--- src/rtl/ecd_pkg.sv ---
// Shared constants for the display command decoder and its host end.
// Assumes both ends run from one 20 MHz aclk.
package ecd_pkg;
  localparam int CLK_HZ = 20_000_000;
  localparam int CLK_NS = 50;

  // Command codes
  localparam logic [7:0] CMD_ENTRY = 8'h11;
  localparam logic [7:0] CMD_WR_MONO = 8'h24;
  localparam logic [7:0] CMD_WR_RED = 8'h26;
  localparam logic [7:0] CMD_RD_RAM = 8'h27;
  localparam logic [7:0] CMD_SENSE = 8'h28;
  localparam logic [7:0] CMD_SENSE_DUR = 8'h29;
  localparam logic [7:0] CMD_PROG_OTP = 8'h2A;
  localparam logic [7:0] CMD_WR_CEV = 8'h2C;
  localparam logic [7:0] CMD_RD_OPT = 8'h2D;
  localparam logic [7:0] CMD_RD_SEL = 8'h41;

  // Frame memory geometry, one bit per pixel
  localparam logic [5:0] X_TOP = 6'h31;
  localparam logic [8:0] Y_TOP = 9'h12B;
  localparam logic [13:0] X_BYTES = 14'h0032;
  localparam int PLANE_BYTES = 15000;

  // Settings and reset values
  localparam logic [2:0] ENTRY_RST = 3'h3;
  localparam int AXIS_BIT = 2;
  localparam logic [7:0] SENSE_DUR_RST = 8'h49;
  localparam logic [7:0] CEV_RST = 8'h00;
  localparam logic [7:0] DUMMY_BYTE = 8'h00;
  localparam logic [7:0] OTP_SEL_RST = 8'h00;
  localparam logic [7:0] OTP_SEL_DONE = 8'h01;

  // Timing
  localparam int SENSE_UNIT_S = 1;
  localparam int SENSE_SEC_CYCLES = CLK_HZ * SENSE_UNIT_S;
  localparam int OTP_PROG_TIME_US = 100;
  localparam int OTP_PROG_CYCLES = OTP_PROG_TIME_US * 1000 / CLK_NS;
  localparam int SCLK_HALF_NS = 100;
  localparam int SCLK_HALF_CYCLES = (SCLK_HALF_NS + CLK_NS - 1) / CLK_NS;
  localparam int GAP_CYCLES = 4;

  // Host command FIFO and register map
  localparam int FIFO_DEPTH = 8;
  localparam int FIFO_W = 10;
  localparam logic [7:0] REG_CMD = 8'h00;
  localparam logic [7:0] REG_STAT = 8'h04;
  localparam logic [7:0] REG_RXD = 8'h08;
  localparam int CMD_DC_BIT = 8;
  localparam int CMD_RD_BIT = 9;
  localparam int STAT_BUSY = 0;
  localparam int STAT_FULL = 1;
  localparam int STAT_IDLE = 2;
  localparam int STAT_RXNEW = 3;
  localparam logic [1:0] RESP_OK = 2'h0;
  localparam logic [1:0] RESP_SLVERR = 2'h2;
endpackage

--- src/rtl/ecd_link_if.sv ---
// Serial host port between the host end and the display decoder.
// Assumes both ends share aclk; sclk is a plain sampled signal.
`timescale 1ns/1ns
interface ecd_link_if;
  logic sclk;
  logic csn;
  logic dc;
  logic rd;
  logic mosi;
  logic miso;
  logic busy;
  modport device (input sclk, input csn, input dc, input rd, input mosi, output miso, output busy);
  modport host (output sclk, output csn, output dc, output rd, output mosi, input miso, input busy);
endinterface

--- src/rtl/ecd_fifo.sv ---
// Small synchronous FIFO with valid/ready on both sides.
// Assumes one clock; full and empty are exact.
`timescale 1ns/1ns
module ecd_fifo #(
  parameter int W = ecd_pkg::FIFO_W,
  parameter int DEPTH = ecd_pkg::FIFO_DEPTH
) (
  input wire logic aclk,
  input wire logic aresetn,
  input wire logic in_valid,
  output logic in_ready,
  input wire logic [W-1:0] in_data,
  output logic out_valid,
  input wire logic out_ready,
  output logic [W-1:0] out_data
);
  localparam int AW = $clog2(DEPTH);
  logic [W-1:0] mem [DEPTH];
  logic [AW-1:0] wr_ptr_ff;
  logic [AW-1:0] rd_ptr_ff;
  logic [AW:0] cnt_ff;
  logic push;
  logic pop;

  assign in_ready = (cnt_ff != (AW+1)'(DEPTH));
  assign out_valid = (cnt_ff != '0);
  assign push = in_valid & in_ready;
  assign pop = out_valid & out_ready;
  assign out_data = mem[rd_ptr_ff];

  always_ff @(posedge aclk) begin
    if (push) begin
      mem[wr_ptr_ff] <= in_data;
    end
  end

  always_ff @(posedge aclk) begin
    if (!aresetn) begin
      wr_ptr_ff <= '0;
      rd_ptr_ff <= '0;
      cnt_ff <= '0;
    end else begin
      if (push) begin
        wr_ptr_ff <= (wr_ptr_ff == AW'(DEPTH - 1)) ? '0 : wr_ptr_ff + 1'b1;
      end
      if (pop) begin
        rd_ptr_ff <= (rd_ptr_ff == AW'(DEPTH - 1)) ? '0 : rd_ptr_ff + 1'b1;
      end
      if (push && !pop) begin
        cnt_ff <= cnt_ff + 1'b1;
      end else if (pop && !push) begin
        cnt_ff <= cnt_ff - 1'b1;
      end
    end
  end
endmodule // ecd_fifo

--- src/rtl/ecd_host.sv ---
// Host end: AXI4-Lite registers feed a byte FIFO drained onto the serial port.
// Assumes the device shares aclk and answers on miso after each sclk rise.
`timescale 1ns/1ns
module ecd_host (
  input wire logic aclk,
  input wire logic aresetn,
  ecd_link_if.host link,
  input wire logic [7:0] s_axi_awaddr,
  input wire logic s_axi_awvalid,
  output logic s_axi_awready,
  input wire logic [31:0] s_axi_wdata,
  input wire logic [3:0] s_axi_wstrb,
  input wire logic s_axi_wvalid,
  output logic s_axi_wready,
  output logic [1:0] s_axi_bresp,
  output logic s_axi_bvalid,
  input wire logic s_axi_bready,
  input wire logic [7:0] s_axi_araddr,
  input wire logic s_axi_arvalid,
  output logic s_axi_arready,
  output logic [31:0] s_axi_rdata,
  output logic [1:0] s_axi_rresp,
  output logic s_axi_rvalid,
  input wire logic s_axi_rready
);
  typedef enum logic [3:0] {
    ECD_S_IDLE = 4'b0001,
    ECD_S_LOW = 4'b0010,
    ECD_S_HIGH = 4'b0100,
    ECD_S_GAP = 4'b1000
  } ecd_ser_t;

  ecd_ser_t ser_ff;
  logic aw_hold_ff;
  logic w_hold_ff;
  logic [7:0] aw_addr_ff;
  logic [9:0] w_data_ff;
  logic bvalid_ff;
  logic [1:0] bresp_ff;
  logic rvalid_ff;
  logic [31:0] rdata_ff;
  logic [1:0] rresp_ff;
  logic [7:0] tx_sh_ff;
  logic [7:0] rx_sh_ff;
  logic [7:0] rxd_ff;
  logic rx_new_ff;
  logic dc_ff;
  logic rd_ff;
  logic csn_ff;
  logic sclk_ff;
  logic [2:0] bit_ff;
  logic [7:0] cnt_ff;
  logic push;
  logic f_in_ready;
  logic f_out_valid;
  logic f_out_ready;
  logic [9:0] f_out_data;
  logic both;
  logic is_cmd;
  logic half_end;
  logic rx_set;
  logic rx_clr;

  assign s_axi_awready = ~aw_hold_ff & ~bvalid_ff;
  assign s_axi_wready = ~w_hold_ff & ~bvalid_ff;
  assign both = aw_hold_ff & w_hold_ff & ~bvalid_ff;
  assign is_cmd = (aw_addr_ff == ecd_pkg::REG_CMD);
  // Command writes wait here until the FIFO has room
  assign push = both & is_cmd & f_in_ready;

  always_ff @(posedge aclk) begin
    if (!aresetn) begin
      aw_hold_ff <= 1'b0;
      w_hold_ff <= 1'b0;
      aw_addr_ff <= 8'h00;
      w_data_ff <= 10'h000;
      bvalid_ff <= 1'b0;
      bresp_ff <= ecd_pkg::RESP_OK;
    end else begin
      if (s_axi_awvalid && s_axi_awready) begin
        aw_hold_ff <= 1'b1;
        aw_addr_ff <= s_axi_awaddr;
      end
      if (s_axi_wvalid && s_axi_wready) begin
        w_hold_ff <= 1'b1;
        w_data_ff <= s_axi_wdata[9:0];
      end
      if (both && (f_in_ready || !is_cmd)) begin
        aw_hold_ff <= 1'b0;
        w_hold_ff <= 1'b0;
        bvalid_ff <= 1'b1;
        bresp_ff <= (is_cmd || aw_addr_ff == ecd_pkg::REG_STAT || aw_addr_ff == ecd_pkg::REG_RXD)
                    ? ecd_pkg::RESP_OK : ecd_pkg::RESP_SLVERR;
      end else if (bvalid_ff && s_axi_bready) begin
        bvalid_ff <= 1'b0;
      end
    end
  end

  assign s_axi_bvalid = bvalid_ff;
  assign s_axi_bresp = bresp_ff;
  assign s_axi_arready = ~rvalid_ff;
  assign rx_clr = s_axi_arvalid & ~rvalid_ff & (s_axi_araddr == ecd_pkg::REG_RXD);

  always_ff @(posedge aclk) begin
    if (!aresetn) begin
      rvalid_ff <= 1'b0;
      rdata_ff <= 32'h00000000;
      rresp_ff <= ecd_pkg::RESP_OK;
    end else if (s_axi_arvalid && !rvalid_ff) begin
      rvalid_ff <= 1'b1;
      rresp_ff <= ecd_pkg::RESP_OK;
      rdata_ff <= 32'h00000000;
      case (s_axi_araddr)
        ecd_pkg::REG_CMD: rdata_ff <= 32'h00000000;
        ecd_pkg::REG_STAT: begin
          rdata_ff[ecd_pkg::STAT_BUSY] <= link.busy;
          rdata_ff[ecd_pkg::STAT_FULL] <= ~f_in_ready;
          rdata_ff[ecd_pkg::STAT_IDLE] <= ~f_out_valid & (ser_ff == ECD_S_IDLE);
          rdata_ff[ecd_pkg::STAT_RXNEW] <= rx_new_ff;
        end
        ecd_pkg::REG_RXD: rdata_ff <= {24'h000000, rxd_ff};
        default: rresp_ff <= ecd_pkg::RESP_SLVERR;
      endcase
    end else if (rvalid_ff && s_axi_rready) begin
      rvalid_ff <= 1'b0;
    end
  end

  assign s_axi_rvalid = rvalid_ff;
  assign s_axi_rdata = rdata_ff;
  assign s_axi_rresp = rresp_ff;

  ecd_fifo #(.W(ecd_pkg::FIFO_W), .DEPTH(ecd_pkg::FIFO_DEPTH)) u_fifo (
    .aclk(aclk),
    .aresetn(aresetn),
    .in_valid(push),
    .in_ready(f_in_ready),
    .in_data(w_data_ff),
    .out_valid(f_out_valid),
    .out_ready(f_out_ready),
    .out_data(f_out_data)
  );

  // Never start a byte while the device is busy; it would drop it
  assign f_out_ready = (ser_ff == ECD_S_IDLE) & ~link.busy;
  assign half_end = (cnt_ff == 8'(ecd_pkg::SCLK_HALF_CYCLES - 1));
  assign rx_set = (ser_ff == ECD_S_HIGH) & half_end & (bit_ff == 3'h7) & rd_ff;

  always_ff @(posedge aclk) begin
    if (!aresetn) begin
      ser_ff <= ECD_S_IDLE;
      csn_ff <= 1'b1;
      sclk_ff <= 1'b0;
      dc_ff <= 1'b0;
      rd_ff <= 1'b0;
      bit_ff <= 3'h0;
      cnt_ff <= 8'h00;
      tx_sh_ff <= 8'h00;
      rx_sh_ff <= 8'h00;
      rxd_ff <= 8'h00;
    end else begin
      case (ser_ff)
        ECD_S_IDLE: begin
          cnt_ff <= 8'h00;
          bit_ff <= 3'h0;
          if (f_out_valid && f_out_ready) begin
            tx_sh_ff <= f_out_data[7:0];
            dc_ff <= f_out_data[ecd_pkg::CMD_DC_BIT];
            rd_ff <= f_out_data[ecd_pkg::CMD_RD_BIT];
            csn_ff <= 1'b0;
            ser_ff <= ECD_S_LOW;
          end
        end
        ECD_S_LOW: begin
          cnt_ff <= half_end ? 8'h00 : cnt_ff + 8'h01;
          if (half_end) begin
            sclk_ff <= 1'b1;
            rx_sh_ff <= {rx_sh_ff[6:0], link.miso};
            ser_ff <= ECD_S_HIGH;
          end
        end
        ECD_S_HIGH: begin
          cnt_ff <= half_end ? 8'h00 : cnt_ff + 8'h01;
          if (half_end) begin
            sclk_ff <= 1'b0;
            if (bit_ff == 3'h7) begin
              csn_ff <= 1'b1;
              ser_ff <= ECD_S_GAP;
              if (rd_ff) begin
                rxd_ff <= rx_sh_ff;
              end
            end else begin
              bit_ff <= bit_ff + 3'h1;
              tx_sh_ff <= {tx_sh_ff[6:0], 1'b0};
              ser_ff <= ECD_S_LOW;
            end
          end
        end
        ECD_S_GAP: begin
          // Gap lets the device fetch and reload its next readback byte
          cnt_ff <= cnt_ff + 8'h01;
          if (cnt_ff == 8'(ecd_pkg::GAP_CYCLES - 1)) begin
            ser_ff <= ECD_S_IDLE;
          end
        end
        default: ser_ff <= ECD_S_IDLE;
      endcase
    end
  end

  // New byte wins over a clear in the same cycle
  always_ff @(posedge aclk) begin
    if (!aresetn) begin
      rx_new_ff <= 1'b0;
    end else if (rx_set) begin
      rx_new_ff <= 1'b1;
    end else if (rx_clr) begin
      rx_new_ff <= 1'b0;
    end
  end

  assign link.sclk = sclk_ff;
  assign link.csn = csn_ff;
  assign link.dc = dc_ff;
  assign link.rd = rd_ff;
  assign link.mosi = tx_sh_ff[7];
endmodule // ecd_host

--- src/flat_wrapper.sv ---
// flat-port wrapper written by rule: the top's interface ports become plain ports
module ecd_host_flat 
  (aclk, aresetn, s_axi_awaddr, s_axi_awvalid, s_axi_awready, s_axi_wdata, s_axi_wstrb, s_axi_wvalid, s_axi_wready, s_axi_bresp, s_axi_bvalid, s_axi_bready, s_axi_araddr, s_axi_arvalid, s_axi_arready, s_axi_rdata, s_axi_rresp, s_axi_rvalid, s_axi_rready, link_sclk, link_csn, link_dc, link_rd, link_mosi, link_miso, link_busy);
  ecd_link_if link_i ();
  input wire logic aclk;
  input wire logic aresetn;
  input wire logic [7:0] s_axi_awaddr;
  input wire logic s_axi_awvalid;
  output logic s_axi_awready;
  input wire logic [31:0] s_axi_wdata;
  input wire logic [3:0] s_axi_wstrb;
  input wire logic s_axi_wvalid;
  output logic s_axi_wready;
  output logic [1:0] s_axi_bresp;
  output logic s_axi_bvalid;
  input wire logic s_axi_bready;
  input wire logic [7:0] s_axi_araddr;
  input wire logic s_axi_arvalid;
  output logic s_axi_arready;
  output logic [31:0] s_axi_rdata;
  output logic [1:0] s_axi_rresp;
  output logic s_axi_rvalid;
  input wire logic s_axi_rready;
  output wire logic [$bits(link_i.sclk)-1:0] link_sclk;
  output wire logic [$bits(link_i.csn)-1:0] link_csn;
  output wire logic [$bits(link_i.dc)-1:0] link_dc;
  output wire logic [$bits(link_i.rd)-1:0] link_rd;
  output wire logic [$bits(link_i.mosi)-1:0] link_mosi;
  input wire logic [$bits(link_i.miso)-1:0] link_miso;
  input wire logic [$bits(link_i.busy)-1:0] link_busy;
  assign link_sclk = link_i.sclk;
  assign link_csn = link_i.csn;
  assign link_dc = link_i.dc;
  assign link_rd = link_i.rd;
  assign link_mosi = link_i.mosi;
  assign link_i.miso = link_miso;
  assign link_i.busy = link_busy;
  ecd_host u_core (.aclk(aclk), .aresetn(aresetn), .link(link_i), .s_axi_awaddr(s_axi_awaddr), .s_axi_awvalid(s_axi_awvalid), .s_axi_awready(s_axi_awready), .s_axi_wdata(s_axi_wdata), .s_axi_wstrb(s_axi_wstrb), .s_axi_wvalid(s_axi_wvalid), .s_axi_wready(s_axi_wready), .s_axi_bresp(s_axi_bresp), .s_axi_bvalid(s_axi_bvalid), .s_axi_bready(s_axi_bready), .s_axi_araddr(s_axi_araddr), .s_axi_arvalid(s_axi_arvalid), .s_axi_arready(s_axi_arready), .s_axi_rdata(s_axi_rdata), .s_axi_rresp(s_axi_rresp), .s_axi_rvalid(s_axi_rvalid), .s_axi_rready(s_axi_rready));
endmodule
--- config.mk ---
export PLATFORM = sky130hd
export DESIGN_NAME = ecd_host_flat
export DESIGN_NICKNAME = d
export VERILOG_FILES = /design/src/rtl/ecd_pkg.sv /design/src/rtl/ecd_link_if.sv /design/src/rtl/ecd_fifo.sv /design/src/rtl/ecd_host.sv /design/src/flat_wrapper.sv
export SDC_FILE = /design/constraint.sdc
export NUM_CORES = 1
export LEC_CHECK = 0
export CORE_ASPECT_RATIO = 1.4
export CORE_MARGIN = 2
export CORE_UTILIZATION = 60
export DETAILED_ROUTE_END_ITERATION = 16
export DONT_BUFFER_PORTS = 1
export GPL_TIMING_DRIVEN = 0
export HOLD_SLACK_MARGIN = 0.15
export PLACE_DENSITY_LB_ADDON = 0.2
export SETUP_SLACK_MARGIN = 0.05
export SLEW_MARGIN = 20
export SYNTH_ARGS = -nofsm -noshare
export SYNTH_HDL_FRONTEND = slang
export SYNTH_SLANG_ARGS = --single-unit
export TNS_END_PERCENT = 30
--- constraint.sdc ---
create_clock -name aclk -period 3.32 [get_ports aclk]
set_clock_uncertainty 0.05 [all_clocks]
set_input_delay 0.498 -clock aclk [delete_from_list [all_inputs] [get_ports aclk]]
set_output_delay 0.498 -clock aclk [all_outputs]
set_load 0.005 [all_outputs]
==> flow_summary.toml <==
[status]
status = "complete, no violations"

[yosys]
syn_avg_cell_area_um2 = 11.9
ys.flop_type = "dfxtp_1"
synth-edff-count = 80
ys_seq_elements = 169
synth_cell_types = 59
syn-cell-area_um2 = 7280
netlist_instances = 612
seq_area_frac_synth_pct = 57.4
synth-async-reset-ratio_pct = 0
synth_largest_area_cell = "edfxtp_1"
yosysTopAreaCellShare_pct = 33.0
synth_area_leaders = "edfxtp_1 (33%), dfxtp_1 (24%), mux2i_1 (6.7%), nand2_1 (3.8%), a21boi_0 (3.0%)"
yosys_warnings = 0

[sta]
rsz0062_at_grt = "no"
setup-violations-final = 0
post-route-min-period_ns = 3.03
finalMaxSlewViolations = 0
max_freq_ghz = 0.330
relSlewSlack_pct = 24.8
worstMarginPinSlew_ns = 1.12
hold_violations = 0
finalCritPeriodShare_pct = 91.4

[pwr]
power_density_nw_per_um2 = 633
pwr-share-comb_pct = 18.1
peakVddDrop_v = 0.000416
power_switching_mw = 1.42
p_int_mw = 3.78
power_leakage_nw = 3.03
netSwitchingFraction_pct = 27.3
seqPwrFrac_pct = 46.6
pwr-share-clk_pct = 35.3

[route]
drt-pass1-iter-count = 5
ant_nets = 0
wl_per_cell_um = 17.6
avgViaCountPerCell = 5.75
drt-initial-drc-count = 300
wl_mm = 14.4
route.detailed.drc = 0
via_count = 4725

[layout]
stdcell_count = 822
n_antenna_cell = 0
layout-drive-gt1-share_pct = 14.7
synthToLayoutAreaGrowth_pct = 12.7
nets = 735
utilization_pct = 69.5

[cts]
cts_root_buf = "clkbuf_16"
ctsLongestPathBuffers = 2
cts_setup_buffers = 0
clk_pin_slew_ns = 0.06
cts_made_buffers = 17
cts_tree = "built"
hold_buffers = 0
htreeDepth = 4
clock_latency_ns = 0.42
clock-sinks = 169

[run]
drv_cap = 0

[worst_setup_path]
crit_start = "u_core.u_fifo.cnt_ff[0]"
crit_path_cell_trace = "or4_1 > nand2_1 > nor2_4 > inv_2 > ha_1 > inv_1 > ha_1 > a21o_1 > a21oi_1 > xnor2_1 > or3_1 > a21boi_0"
cp.arrival_ns = 3.32
cp_top_family = "simple AND/OR/NAND/NOR gates"
rr_startpoint = "u_core.u_fifo.cnt_ff[0]"
slowest_delay_ns = 0.56
cp-start-kind = "flop"
path_common_cell = "ha_1"
critPathBufInv = 2
worstPathRequired_ns = 3.60
crit_slowest_cell = "or4_1"
cp_max_fo = 8
crit_path_end_kind = "flop"
worstSetupPathType = "flop to flop"

[hold_path]
min-delay-start = "s_axi_arvalid"
hold_path_class = "primary input to flop"

[placement]
dp.cells = 790
routabilityCongestion = 0.866
port_buffers = 0
post-dp-hpwl_mm = 10.4

[grt]
grt_pass1_vias = 4690
track_usage_pct = 22.4
grt_pass1_wl_mm = 23.1
antenna_found_initial = 0
grt_max_degree = 17
globalRouteOverflowTotal = 0

[floorplan]
row_count = 47
die_x_um = 97.1
die_area_um2 = 13100
initial_utilization_pct = 61.6
die_y_um = 134
io_pins = 107
coreArea_um2 = 11800
state kept, by name, indices dropped and copies added (netlist names), named ones only:
register / cells
u_core.s_axi_bvalid: 1
u_core.link.rd: 1
u_core.link.dc: 1
u_core.u_fifo.mem: 80
u_core.u_fifo.wr_ptr_ff: 3
u_core.aw_hold_ff: 1
u_core.s_axi_rvalid: 1
u_core.bit_ff: 3
u_core.aw_addr_ff: 8
u_core.link.csn: 1
u_core.u_fifo.cnt_ff: 4
u_core.s_axi_rresp: 1
u_core.s_axi_bresp: 1
u_core.w_hold_ff: 1
u_core.rx_new_ff: 1
u_core.w_data_ff: 10
u_core.u_fifo.rd_ptr_ff: 3
u_core.ser_ff: 4
u_core.link.sclk: 1
u_core.rxd_ff: 8
u_core.rx_sh_ff: 8
u_core.s_axi_rdata: 8
u_core.cnt_ff: 8
u_core.tx_sh_ff: 8
placed cells by master (no fill, tap or decap), drive strengths merged, types with 24 or more instances in the layout:
master,Yosys,final
nor2,25,25
nand3,24,24
edfxtp,80,80
mux2i,49,49
nand2,74,74
buf,39,45
clkbuf,15,35
dfxtp,89,89
a21boi,30,30
nor2b,29,29
conb,1,26
through the flow:
step	power, mW	hold WS (ns)	cell area (µm²)	worst slack (ns)	setup TNS, ns
after floorplan	3.18	0.379	7380	0.594	0
after global placement	3.36	0.388	7560	-0.426	-15.13
after detailed placement	3.40	0.403	7640	0.0440	0
after CTS	5.22	0.165	8200	0.170	0
after global routing	5.38	0.170	8210	0.0573	0
final	5.20	0.176	8210	0.286	0
final cells by class:
| class | instances | area [µm²] |
|---|---|---|
| plain buffers | 54 | 338 |
| repair buffers | 6 | 48.8 |
| multi-input cells | 406 | 2870 |
| flip-flops and latches | 169 | 4180 |
| fillers | 845 | 3610 |
| clock buffers | 20 | 437 |
| inverters | 8 | 30.0 |
| clock inverters | 12 | 119 |
| well taps | 147 | 184 |
synth_stat cells, types with 2 or more instances:
master     n
a21boi_0  29
a21o_1     2
a21oi_1   14
a22oi_1   23
a32o_1     3
and2_1     8
and3_1     2
buf_1      2
buf_2      6
buf_4     28
buf_6      3
clkbuf_1  15
dfxtp_1   89
edfxtp_1  80
ha_1      11
inv_1      7
mux2i_1   49
mux4_2     6
nand2_1   74
nand2b_1   6
nand3_1   24
nand3b_1   4
nand4_1    3
nor2_1    24
nor2b_1   29
nor3_1     5
nor3b_1    4
nor4_1     2
nor4_2     2
nor4b_1    5
o211a_1   10
o21a_1     2
o21ai_0    4
o221a_2    2
or4_1      2
xnor2_1   10
power by group through the flow:
stage	clock (mW)	combinational [mW]	sequential [mW]
after floorplan	0	0.755	2.43
after detailed placement	0	0.936	2.46
final	1.84	0.942	2.42
after CTS	1.85	0.943	2.42
after global placement	0	0.907	2.45
after global routing	1.93	1.02	2.44
logic make-up after synthesis:
logic type	Yosys count	synth area share, %
other	1	0.0515
xor gates and xnor gates	10	1.20
muxes	56	8.74
adders and majority gates	12	2.16
AOI/OAI and AO/OA	103	11.2
buffers and inverters	62	5.05
and+or+nand+nor	199	14.1
DFF	169	57.4
metal layers:
layer | global-route usage [%] | wire length [µm]
met4 | 7.98 | 278
met3 | 4.38 | 693
met1 | 26.8 | 5800
met2 | 40.2 | 7680
met5 | 0 | 0
path summary, 6_finish.rpt:
path / end / slack, ns / depth (start not counted)
worst max-delay path: u_core.u_fifo.cnt_ff[3] / 0.29 / 12
worst max register to register: u_core.u_fifo.cnt_ff[3] / 0.29 / 12
worst min register to register: u_core.tx_sh_ff[0] / 0.41 / 2
worst min-delay path: u_core.s_axi_rvalid / 0.18 / 1
repair_timing:
item,CTS,global route
gates resized for setup,1,1
cloned,0,0
setup endpoints to repair,1,1
Note: power is estimated with default switching activity, not from simulation.
